[src/srst_map.svh]
`ifndef SRST_MAP_SVH
`define SRST_MAP_SVH
// ----------------------------------------
// Instruction field positions
// ----------------------------------------
`define SRST_OP_HI       31
`define SRST_OP_LO       30
`define SRST_RD_HI       29
`define SRST_RD_LO       25
`define SRST_COND_HI     28
`define SRST_COND_LO     25
`define SRST_OPX_HI      24
`define SRST_OPX_LO      19
`define SRST_SRC1_HI     18
`define SRST_SRC1_LO     14
`define SRST_IMM_BIT     13
`define SRST_SIMM_HI     12
`define SRST_SRC2_HI     4
`define SRST_SRC2_LO     0
// ----------------------------------------
// Opcode values
// ----------------------------------------
`define SRST_OP_ARITH    2'h2
`define SRST_OPX_TRAP    6'h3a
`define SRST_OPX_RDAUX   6'h28
`define SRST_OPX_RDPS    6'h29
`define SRST_OPX_RDWG    6'h2a
`define SRST_OPX_RDTB    6'h2b
`define SRST_OPX_WRAUX   6'h30
`define SRST_OPX_WRPS    6'h31
`define SRST_OPX_WRWG    6'h32
`define SRST_OPX_WRTB    6'h33
`define SRST_ASR_FENCE   5'h0f
`define SRST_ASR_IMPL    5'h10
// ----------------------------------------
// Status word layout and values
// ----------------------------------------
`define SRST_PS_WP_HI    4
`define SRST_PS_WP_LO    0
`define SRST_PS_TE       5
`define SRST_PS_PS       6
`define SRST_PS_SV       7
`define SRST_PS_IL_HI    11
`define SRST_PS_IL_LO    8
`define SRST_PS_C        20
`define SRST_PS_V        21
`define SRST_PS_Z        22
`define SRST_PS_N        23
`define SRST_PS_WMASK    32'h00f00fff
`define SRST_PS_RESET    32'h00000080
`define SRST_TB_WMASK    32'hfffff000
`define SRST_TTYPE_HI    11
`define SRST_TTYPE_LO    4
`define SRST_TTYPE_BASE  8'h80
`define SRST_WIN_COUNT   5'h08
`define SRST_WIN_LAST    5'h07
`define SRST_WG_WMASK    32'h000000ff
`define SRST_DELAY       2'h2
`define SRST_REG_L1      5'h11
`define SRST_REG_L2      5'h12
`define SRST_ZERO32      32'h00000000
`endif

[src/srst_pkg.sv]
package srst_pkg;
  typedef enum logic [2:0] {
    SRST_EXC_NONE, SRST_EXC_SWTRAP, SRST_EXC_PRIV, SRST_EXC_ILLEGAL
  } srst_exc_type;
  typedef enum logic [2:0] {
    SRST_TGT_Y, SRST_TGT_PS, SRST_TGT_WG, SRST_TGT_TB, SRST_TGT_ASR
  } srst_tgt_type;
  // One issued instruction with its operand values
  typedef struct packed {
    logic        valid;
    logic [31:0] word;
    logic [31:0] src1;
    logic [31:0] src2;
    logic [31:0] pc;
    logic [31:0] next_fetch_addr;
  } srst_issue_type;
  // A general register write request
  typedef struct packed {
    logic        valid;
    logic [4:0]  index;
    logic [31:0] data;
  } srst_gpr_wr_type;
  // A pending delayed state write
  typedef struct packed {
    logic         valid;
    srst_tgt_type tgt;
    logic [1:0]   left;
    logic [31:0]  data;
  } srst_pend_type;
endpackage : srst_pkg

[src/srst_exec.sv]
// Local design decisions: strobed register access and the placing of the registers.
`timescale 1ns/1ns
`include "srst_map.svh"
// Function
// RQ1 - Conditional trap tests flags; true with nothing pending raises software trap.
// RQ2 - False trap test raises nothing and acts as a no-op.
// RQ3 - Trap type is 128 plus low seven bits of the operand sum.
// RQ4 - Taken trap: supervisor, traps off, window down, save PC and next PC.
// RQ5 - State reads copy the chosen state register into the destination.
// RQ6 - Read extension 0x28 with src1 zero reads aux multiply, else ancillary.
// RQ7 - Ancillary reads 1..14 give undefined data, never an illegal exception.
// RQ8 - Ancillary read 15 with destination zero is the store fence.
// RQ9 - Ancillary reads 16..31 behaviour is chosen by this design.
// RQ10 - Status, window guard and trap base reads are privileged.
// RQ11 - State writes store src1 xor operand into writable fields only.
// RQ12 - Write extension 0x30 with destination zero writes aux multiply.
// RQ13 - Ancillary writes 1..15 are reserved with undefined results.
// RQ14 - Ancillary writes 16..31 are design choice; never touch aux multiply.
// RQ15 - Status write to unimplemented window raises illegal, status unchanged.
// RQ16 - State writes land after a fixed delay of zero to three instructions.
// RQ17 - New trap enable and level mask act on interrupts immediately.
// RQ18 - Overlapping writes to one field are undefined except repeated same write.
// RQ19 - Reading a changed field within three instructions may be undefined.
// RQ20 - Software avoids window moves shortly after a window guard change.
// RQ21 - Status, window guard and trap base writes are privileged.
// RQ22 - Test select decodes always, never, not-equal and the flag tests.
// RQ23 - Privileged access outside supervisor raises privilege, changes nothing.
module srst_exec (
  input  wire logic                     clock_i,       // 25 MHz core clock
  input  wire logic                     reset_n_i,     // Async reset, active low
  input  wire srst_pkg::srst_issue_type issue_i,       // Instruction to execute
  input  wire logic                     exc_pending_i, // Higher priority event pending
  output srst_pkg::srst_gpr_wr_type     gpr_wr_o,      // General register write
  output srst_pkg::srst_gpr_wr_type     gpr_wr2_o,     // Second register write
  output srst_pkg::srst_exc_type        exc_o,         // Exception raised
  output logic                          fence_o,       // Store fence pulse
  output logic [31:0]                   proc_status_o, // Status register
  output logic [31:0]                   window_guard_o,// Window guard mask
  output logic [31:0]                   trap_base_o,   // Trap base register
  output logic [31:0]                   aux_mult_o,    // Aux multiply register
  output logic                          trap_enable_o, // Effective trap enable
  output logic [3:0]                    interrupt_level_mask_o // Effective level mask
);

  // ----------------------------------------
  // Functions
  // ----------------------------------------
  // Sign extend a 13 bit immediate
  function automatic logic [31:0] sext13(input logic [12:0] v);
    sext13 = {{19{v[12]}}, v};
  endfunction : sext13

  // Window pointer minus one, modulo window count
  function automatic logic [4:0] win_dec(input logic [4:0] w);
    win_dec = (w == 5'h00) ? `SRST_WIN_LAST : w - 5'h01;
  endfunction : win_dec

  // Merge writable bits only
  function automatic logic [31:0] merge(input logic [31:0] old_v, input logic [31:0] new_v,
                                        input logic [31:0] mask);
    merge = (old_v & ~mask) | (new_v & mask);
  endfunction : merge

  // ----------------------------------------
  // State
  // ----------------------------------------
  logic [31:0]             proc_status_r;
  logic [31:0]             window_guard_r;
  logic [31:0]             trap_base_r;
  logic [31:0]             aux_mult_r;
  srst_pkg::srst_pend_type pend_r;
  srst_pkg::srst_pend_type pend_nxt;
  logic                    imm_te_r;
  logic [3:0]              imm_il_r;
  srst_pkg::srst_gpr_wr_type gpr_wr_r;
  srst_pkg::srst_gpr_wr_type gpr_wr2_r;
  srst_pkg::srst_exc_type  exc_r;
  logic                    fence_r;

  // ----------------------------------------
  // Field decode
  // ----------------------------------------
  wire logic [31:0] w      = issue_i.word;
  wire logic        is_f3  = issue_i.valid && (w[`SRST_OP_HI:`SRST_OP_LO] == `SRST_OP_ARITH);
  wire logic [5:0]  opx    = w[`SRST_OPX_HI:`SRST_OPX_LO];
  wire logic [4:0]  rd     = w[`SRST_RD_HI:`SRST_RD_LO];
  wire logic [4:0]  src1_idx = w[`SRST_SRC1_HI:`SRST_SRC1_LO];
  wire logic [3:0]  cond   = w[`SRST_COND_HI:`SRST_COND_LO];
  wire logic        use_imm = w[`SRST_IMM_BIT];
  wire logic [31:0] opnd2  = use_imm ? sext13(w[`SRST_SIMM_HI:0]) : issue_i.src2;
  wire logic        sup    = proc_status_r[`SRST_PS_SV];
  wire logic        flag_n = proc_status_r[`SRST_PS_N];
  wire logic        flag_z = proc_status_r[`SRST_PS_Z];
  wire logic        flag_v = proc_status_r[`SRST_PS_V];
  wire logic        flag_c = proc_status_r[`SRST_PS_C];

  // Opcode groups
  wire logic is_trap = is_f3 && (opx == `SRST_OPX_TRAP);
  wire logic is_rd28 = is_f3 && (opx == `SRST_OPX_RDAUX);
  wire logic is_rdp  = is_f3 && (opx == `SRST_OPX_RDPS || opx == `SRST_OPX_RDWG ||
                                 opx == `SRST_OPX_RDTB);
  wire logic is_wr30 = is_f3 && (opx == `SRST_OPX_WRAUX);
  wire logic is_wrp  = is_f3 && (opx == `SRST_OPX_WRPS || opx == `SRST_OPX_WRWG ||
                                 opx == `SRST_OPX_WRTB);

  // ----------------------------------------
  // Condition test
  // ----------------------------------------
  // RQ22 test select decode
  logic cond_base;
  always_comb begin
    unique case (cond[2:0])
      3'h0: cond_base = 1'b0;
      3'h1: cond_base = flag_z;
      3'h2: cond_base = flag_z | (flag_n ^ flag_v);
      3'h3: cond_base = flag_n ^ flag_v;
      3'h4: cond_base = flag_c | flag_z;
      3'h5: cond_base = flag_c;
      3'h6: cond_base = flag_n;
      3'h7: cond_base = flag_v;
    endcase
  end
  // Upper half of the codes inverts the lower half
  wire logic cond_true = cond[3] ^ cond_base;

  // RQ1 trap raised only with nothing pending
  // RQ2 false test is a no-op
  wire logic trap_take = is_trap && cond_true && !exc_pending_i;
  // RQ3 trap type from operand sum
  wire logic [31:0] trap_sum = issue_i.src1 + opnd2;
  wire logic [7:0]  trap_tt  = `SRST_TTYPE_BASE | {1'b0, trap_sum[6:0]};

  // ----------------------------------------
  // Privilege and legality
  // ----------------------------------------
  // RQ10 privileged reads, RQ21 privileged writes
  wire logic priv_fault = (is_rdp || is_wrp) && !sup;
  // RQ8 store fence decode, RQ7 reserved reads never trap
  wire logic fence_hit  = is_rd28 && (src1_idx == `SRST_ASR_FENCE) && (rd == 5'h00);
  // RQ11 value is src1 xor second operand
  wire logic [31:0] wr_val = issue_i.src1 ^ opnd2;
  // RQ15 window pointer must name an implemented window
  wire logic wp_bad = is_wrp && (opx == `SRST_OPX_WRPS) &&
                      (wr_val[`SRST_PS_WP_HI:`SRST_PS_WP_LO] >= `SRST_WIN_COUNT);
  // RQ23 faulting access changes nothing
  wire logic wr_ok  = (is_wr30 || is_wrp) && !priv_fault && !wp_bad;

  // Target of an accepted write
  srst_pkg::srst_tgt_type wr_tgt;
  always_comb begin
    wr_tgt = srst_pkg::SRST_TGT_ASR;
    // RQ12 destination zero selects aux multiply
    if (is_wr30 && rd == 5'h00) wr_tgt = srst_pkg::SRST_TGT_Y;
    else if (opx == `SRST_OPX_WRPS) wr_tgt = srst_pkg::SRST_TGT_PS;
    else if (opx == `SRST_OPX_WRWG) wr_tgt = srst_pkg::SRST_TGT_WG;
    else if (opx == `SRST_OPX_WRTB) wr_tgt = srst_pkg::SRST_TGT_TB;
  end

  // ----------------------------------------
  // Read data selection
  // ----------------------------------------
  // RQ5 copy state register, RQ6 src1 picks aux or ancillary
  logic [31:0] rd_val;
  always_comb begin
    rd_val = `SRST_ZERO32;
    if (is_rd28 && src1_idx == 5'h00) rd_val = aux_mult_r;
    else if (opx == `SRST_OPX_RDPS) rd_val = proc_status_r;
    else if (opx == `SRST_OPX_RDWG) rd_val = window_guard_r;
    else if (opx == `SRST_OPX_RDTB) rd_val = trap_base_r;
    // RQ9 ancillary 16..31 read as zero, unprivileged; RQ7 1..14 also zero
  end
  wire logic rd_ok = (is_rd28 && !fence_hit && !(src1_idx == `SRST_ASR_FENCE)) ||
                     (is_rdp && !priv_fault);

  // ----------------------------------------
  // Delayed write pipeline
  // ----------------------------------------
  // RQ16 fixed delay counted in issued instructions
  // RQ18 a newer write replaces the pending one so repeats land correctly
  always_comb begin
    pend_nxt = pend_r;
    if (issue_i.valid && pend_r.valid && pend_r.left != 2'h0)
      pend_nxt.left = pend_r.left - 2'h1;
    if (pend_r.valid && pend_r.left == 2'h0)
      pend_nxt.valid = 1'b0;
    if (wr_ok && !trap_take) begin
      pend_nxt.valid = 1'b1;
      pend_nxt.tgt   = wr_tgt;
      pend_nxt.left  = `SRST_DELAY;
      pend_nxt.data  = wr_val;
    end
  end
  // RQ19 reads before landing see the old value
  wire logic land = pend_r.valid && (pend_r.left == 2'h0);

  // ----------------------------------------
  // Architectural registers
  // ----------------------------------------
  // Trap entry and delayed landing share the status register
  logic [31:0] ps_nxt;
  always_comb begin
    ps_nxt = proc_status_r;
    if (land && pend_r.tgt == srst_pkg::SRST_TGT_PS)
      ps_nxt = merge(proc_status_r, pend_r.data, `SRST_PS_WMASK);
    // RQ4 supervisor on, traps off, window down
    if (trap_take) begin
      ps_nxt[`SRST_PS_PS] = ps_nxt[`SRST_PS_SV];
      ps_nxt[`SRST_PS_SV] = 1'b1;
      ps_nxt[`SRST_PS_TE] = 1'b0;
      ps_nxt[`SRST_PS_WP_HI:`SRST_PS_WP_LO] = win_dec(ps_nxt[`SRST_PS_WP_HI:`SRST_PS_WP_LO]);
    end
  end

  always_ff @(posedge clock_i or negedge reset_n_i) begin
    if (!reset_n_i) begin
      proc_status_r  <= `SRST_PS_RESET;
      window_guard_r <= `SRST_ZERO32;
      trap_base_r    <= `SRST_ZERO32;
      aux_mult_r     <= `SRST_ZERO32;
      pend_r         <= '0;
    end else begin
      proc_status_r <= ps_nxt;
      pend_r        <= pend_nxt;
      // RQ3 trap type field load
      if (trap_take)
        trap_base_r[`SRST_TTYPE_HI:`SRST_TTYPE_LO] <= trap_tt;
      else if (land && pend_r.tgt == srst_pkg::SRST_TGT_TB)
        trap_base_r <= merge(trap_base_r, pend_r.data, `SRST_TB_WMASK);
      if (land && pend_r.tgt == srst_pkg::SRST_TGT_WG)
        window_guard_r <= pend_r.data & `SRST_WG_WMASK;
      // RQ14 ancillary writes never reach aux multiply; RQ13 ignored
      if (land && pend_r.tgt == srst_pkg::SRST_TGT_Y)
        aux_mult_r <= pend_r.data;
    end
  end

  // ----------------------------------------
  // Immediate interrupt controls
  // ----------------------------------------
  // RQ17 trap enable and level take effect at once
  always_ff @(posedge clock_i or negedge reset_n_i) begin
    if (!reset_n_i) begin
      imm_te_r <= 1'b0;
      imm_il_r <= 4'h0;
    end else if (trap_take) begin
      imm_te_r <= 1'b0;
    end else if (wr_ok && wr_tgt == srst_pkg::SRST_TGT_PS) begin
      imm_te_r <= wr_val[`SRST_PS_TE];
      imm_il_r <= wr_val[`SRST_PS_IL_HI:`SRST_PS_IL_LO];
    end
  end

  // ----------------------------------------
  // Result outputs
  // ----------------------------------------
  // Exception priority: privilege, illegal, then software trap
  srst_pkg::srst_exc_type exc_nxt;
  always_comb begin
    exc_nxt = srst_pkg::SRST_EXC_NONE;
    if (priv_fault) exc_nxt = srst_pkg::SRST_EXC_PRIV;
    else if (wp_bad) exc_nxt = srst_pkg::SRST_EXC_ILLEGAL;
    else if (trap_take) exc_nxt = srst_pkg::SRST_EXC_SWTRAP;
  end

  always_ff @(posedge clock_i or negedge reset_n_i) begin
    if (!reset_n_i) begin
      gpr_wr_r  <= '0;
      gpr_wr2_r <= '0;
      exc_r     <= srst_pkg::SRST_EXC_NONE;
      fence_r   <= 1'b0;
    end else begin
      exc_r   <= exc_nxt;
      fence_r <= fence_hit;
      // RQ4 save PC and next PC in new window locals
      gpr_wr_r.valid  <= trap_take || (rd_ok && rd != 5'h00);
      gpr_wr_r.index  <= trap_take ? `SRST_REG_L1 : rd;
      gpr_wr_r.data   <= trap_take ? issue_i.pc : rd_val;
      gpr_wr2_r.valid <= trap_take;
      gpr_wr2_r.index <= `SRST_REG_L2;
      gpr_wr2_r.data  <= issue_i.next_fetch_addr;
    end
  end

  assign gpr_wr_o              = gpr_wr_r;
  assign gpr_wr2_o             = gpr_wr2_r;
  assign exc_o                 = exc_r;
  assign fence_o               = fence_r;
  assign proc_status_o         = proc_status_r;
  assign window_guard_o        = window_guard_r;
  assign trap_base_o           = trap_base_r;
  assign aux_mult_o            = aux_mult_r;
  assign trap_enable_o         = imm_te_r;
  assign interrupt_level_mask_o = imm_il_r;

endmodule : srst_exec

[config.mk]
export PLATFORM = sky130hd
export DESIGN_NAME = srst_exec
export DESIGN_NICKNAME = d
export VERILOG_FILES = /design/src/srst_pkg.sv /design/src/srst_exec.sv
export VERILOG_INCLUDE_DIRS = /design/src /design/src/src
export SDC_FILE = /design/constraint.sdc
export NUM_CORES = 1
export LEC_CHECK = 0
export ABC_CLOCK_PERIOD_IN_PS = 2820
export BUFFER_PORTS_ARGS = -buffer_cell sky130_fd_sc_hd__buf_2
export CORE_UTILIZATION = 30
export CTS_BUF_LIST = sky130_fd_sc_hd__clkbuf_8
export DETAILED_ROUTE_END_ITERATION = 8
export GPL_TIMING_DRIVEN = 0
export PLACE_DENSITY = 0.59
export SYNTH_ARGS = -nofsm -noshare
export SYNTH_HDL_FRONTEND = slang
export SYNTH_SLANG_ARGS = --single-unit
[constraint.sdc]
create_clock -name clock_i -period 2.82 [get_ports clock_i]
set_input_delay 0.423 -clock clock_i [delete_from_list [all_inputs] [get_ports clock_i]]
set_output_delay 0.423 -clock clock_i [all_outputs]
set_load 0.05 [all_outputs]
==> results.md <==
- Post-synthesis register bit count: 202
- Max-capacitance violation count: 0
- Comb pwr share: 0.146
- Area Growth Syn to Fin: 38.7%
- Setup repair after global routing missed its margin: no
- Largest net degree at the start of global routing: 86
- Switching portion of total power: 0.290
- Routed length per instance: 17.9 um
- LEAKAGE: about 6.7 nW
- DIE WIDTH: ~170 um
- Internal power: between 4 and 5 mW
- Register area share after synthesis: 0.569
- Critical Path End Type: flop
- Setup ws final: 0.190 ns
- Post-route ant nets: 0
- Gpl congestion: just over 0.8
- H-tree Lvls: 2
- Share of synthesized registers carrying an async set or reset: 1.00
- Final-stage net count: 1,358
- Min-Delay Path Class: in2reg
- Seq pwr share: 0.453
- CP Buf/Inv Count: 3
- Crit-path max FO: 10
- Critical Path RT: ~3.2 ns
- WP data arrival: approximately 3.0 ns
- CP max stage delay: 0.37 ns
- Worst-path clk slew: ~0.060 ns
- Crit path kind: in2reg
- Worst path cell trace: buf_2 > clkbuf_4 > mux2_2 > ha_1 > nor2_1 > o21a_1 > nor2_1 > nand2b_2 > buf_4 > mux2_2
- Clock Root Buffer: clkbuf_8
- Die Span Y: 174 um
- Final Max Tran Viols: 0
- Distinct cells, synth: 46
- Final Instance Count excl. Fillers: 1,598
- Clk_lat worst skew: approximately 0.53 ns
- Starting density of the core: 0.307
- Die area: a little over 0.03 mm2
- Vias in the first global route: 7,247
- CTS sink count: slightly above 200
- Synth Flop Type: dfrtp_1
- Net load switching power: about 2 mW
- Syn Inst Count: between 700 and 800
- Count of buffers from port buffering: 328
- Fill count: 2,876
- DR iter-0 viols: 256
- Maximum clock frequency: 0.380 GHz
- Initial antenna violation count: 5
- Post-CTS Setup Inserts: 0
- DRC viols: 0
- Clock skew: 0.0238 ns
- Commonest non-fill, non-tap cells in the layout: 336 x buf_2, 201 x dfrtp_1, 107 x mux2_2, 88 x nand2_1, 50 x buf_4
- Gr ovfl total: 0
- Worst setup SP type: primary input
- Mapped cell area: 0.00889 mm2
- Commonest non-fill, non-tap cell in the layout: buf_2
- EDFF count, synth: 0
- Outcome: completed
- Drt total wl: 28,500 um
- DP Wirelength: 21,500 um
- Total Routing Usage GR: 0.186
- # IOs: 377
- Via count: ~7,000
- Minimum clock period: 2.63 ns
- Tcrit/Tclk final: 0.932
- Max VDD drop: around 0.00029 V
- Fin. Hold Viols: 0
- Slew headroom: 0.404
- Actual slew at the worst max-slew pin: between 0.8 and 0.9 ns
- Crit path max-delay family: buffers and inverters
- # setup viols final: 0
- Placed insts: 1,498
- Drt first pass iters: 6
- Setup WS pre-CTS: -0.823 ns
- Clk buf depth: 3
- P per Cell Area: 559 mW/mm2
- Row count: between 60 and 70
- Core Box Area: 0.0289 mm2
- Clock power frac: 0.401
- Cts bufs inserted: 38
- Avg Synthesized Cell Area: 12.1 um2
- Yosys warning count: 0
- First-pass GRT wire length: 42,700 um
- Crit-path slowest cell: mux2_2
- CTS tree: done
- Via/cell ratio: about 4.5
- Layout cell share with drive strength beyond 1: 0.470
[cell usage after synthesis, types with 2 or more instances]
| master | n | area [um2] |
|---|---|---|
| dfrtp_1 | 201 | 5030 |
| mux2_2 | 107 | 1200 |
| nand2_1 | 88 | 330 |
| buf_4 | 49 | 368 |
| o21ai_0 | 40 | 200 |
| a21oi_1 | 32 | 160 |
| mux2i_1 | 28 | 280 |
| a22oi_1 | 25 | 188 |
| nor2_1 | 25 | 93.8 |
| xor2_1 | 25 | 219 |
| clkbuf_1 | 20 | 75.1 |
| inv_1 | 11 | 41.3 |
| xnor2_1 | 11 | 96.3 |
| buf_2 | 9 | 45.0 |
| ha_1 | 8 | 100 |
| nor2b_1 | 8 | 50.1 |
| buf_1 | 5 | 18.8 |
| nand3b_1 | 3 | 22.5 |
| nor4_1 | 3 | 18.8 |
| or2_2 | 3 | 18.8 |
| a21o_1 | 2 | 15.0 |
| and2_1 | 2 | 12.5 |
| and3_1 | 2 | 12.5 |
| conb_1 | 2 | 7.51 |
| nand2b_1 | 2 | 12.5 |
| nand4bb_1 | 2 | 22.5 |
| nor3_1 | 2 | 10.0 |
| nor4b_1 | 2 | 17.5 |
| o21bai_1 | 2 | 15.0 |
| o31ai_1 | 2 | 15.0 |
[power groups by stage]
stage / sequential, mW / combinational [mW] / clock [mW]
CTS: 3.12 / 1.02 / 2.88
finish: 3.12 / 1.01 / 2.77
global route: 3.14 / 1.09 / 3.02
floorplan: 3.34 / 0.445 / 0
global placement: 3.17 / 0.957 / 0
detailed placement: 3.17 / 0.980 / 0
[worst register-to-register path: stages (launching register included)]
cell	delay, ns
dfrtp_1	0.41
nor2b_1	0.20
nor2_1	0.07
mux4_2	0.55
mux2i_1	0.18
nor3_1	0.28
buf_2	0.38
mux2_2	0.38
[cell families after synthesis]
family | after synthesis | share of synthesized area
AOI/OAI and AO/OA | 107 | 0.0701
xor gates and xnor gates | 36 | 0.0355
adders and majority gates | 9 | 0.0135
buffers and inverters | 95 | 0.0629
DFF | 202 | 0.569
muxes | 136 | 0.170
other | 2 | 0.000845
and+or+nand+nor | 150 | 0.0789
[path summary, 6_finish.rpt]
path                                                from                     endpoint  slack (ns)  depth (start not counted)
setup / recovery                            issue_i[141]        pend_r[8]$_DFFE_PN0P_        0.19                         10
hold / removal                               issue_i[12]      gpr_wr2_o[12]$_DFF_PN0_        0.05                          1
setup reg to reg           proc_status_o[22]$_DFFE_PN0N_  trap_base_o[28]$_DFFE_PN0P_        0.27                          7
hold reg to reg              trap_base_o[11]$_DFFE_PN0P_  trap_base_o[11]$_DFFE_PN0P_        0.50                          1
max in group asynchronous                      reset_n_i       gpr_wr_o[31]$_DFF_PN0_        1.68                          3
min in group asynchronous                      reset_n_i    aux_mult_o[0]$_DFFE_PN0P_        0.38                          2
[registers in the layout, summed over array words and instances (netlist names)]
name                    flops
gpr_wr_o                   38
pend_r                     38
gpr_wr2_o                  34
aux_mult_o                 32
trap_base_o                28
proc_status_o              16
window_guard_o              8
interrupt_level_mask_o      4
exc_o                       2
fence_o                     1
trap_enable_o               1
[cell type report]
type	instances	area [um2]	share of cell area
tap	384	480	0.0390
sequential	202	5060	0.410
clock buffer	44	606	0.0491
antenna	3	7.51	0.000609
buffer	83	529	0.0429
multi-input combinational	487	3460	0.281
inverter	11	41.3	0.00335
clock inverter	22	126	0.0102
timing repair buffer	362	2030	0.164
[metrics by stage]
stage	util	area (um2)	setup TNS, ns	hold WS [ns]	total power, mW
final	0.426	12300	0	0.0496	6.90
after global routing	0.426	12300	0	0.00963	7.24
after CTS	0.426	12300	0	0.00862	7.02
after detailed placement	0.389	11300	-34.76	0.330	4.15
after global placement	0.387	11200	-481.65	0.472	4.12
after floorplan	-	9070	0	0.127	3.78
[timing repair]
| item | in CTS | in global routing |
|---|---|---|
| pin swaps | 0 | 0 |
| setup endpoints to repair | 66 | 44 |
| resized for setup | 5 | 10 |
| hold buffers | 32 | 0 |
| hold endpoints to repair | 67 | 0 |
[routing by layer]
metal | vias to the layer above | track usage | routed length [um]
li1 | 3348 | - | -
met1 | 3451 | 0.224 | 11600
met5 | - | 0 | 10
met2 | 278 | 0.325 | 14300
met4 | 2 | 0.0658 | 646
met3 | 46 | 0.0435 | 1930
Note: power is estimated with default switching activity, not from simulation.
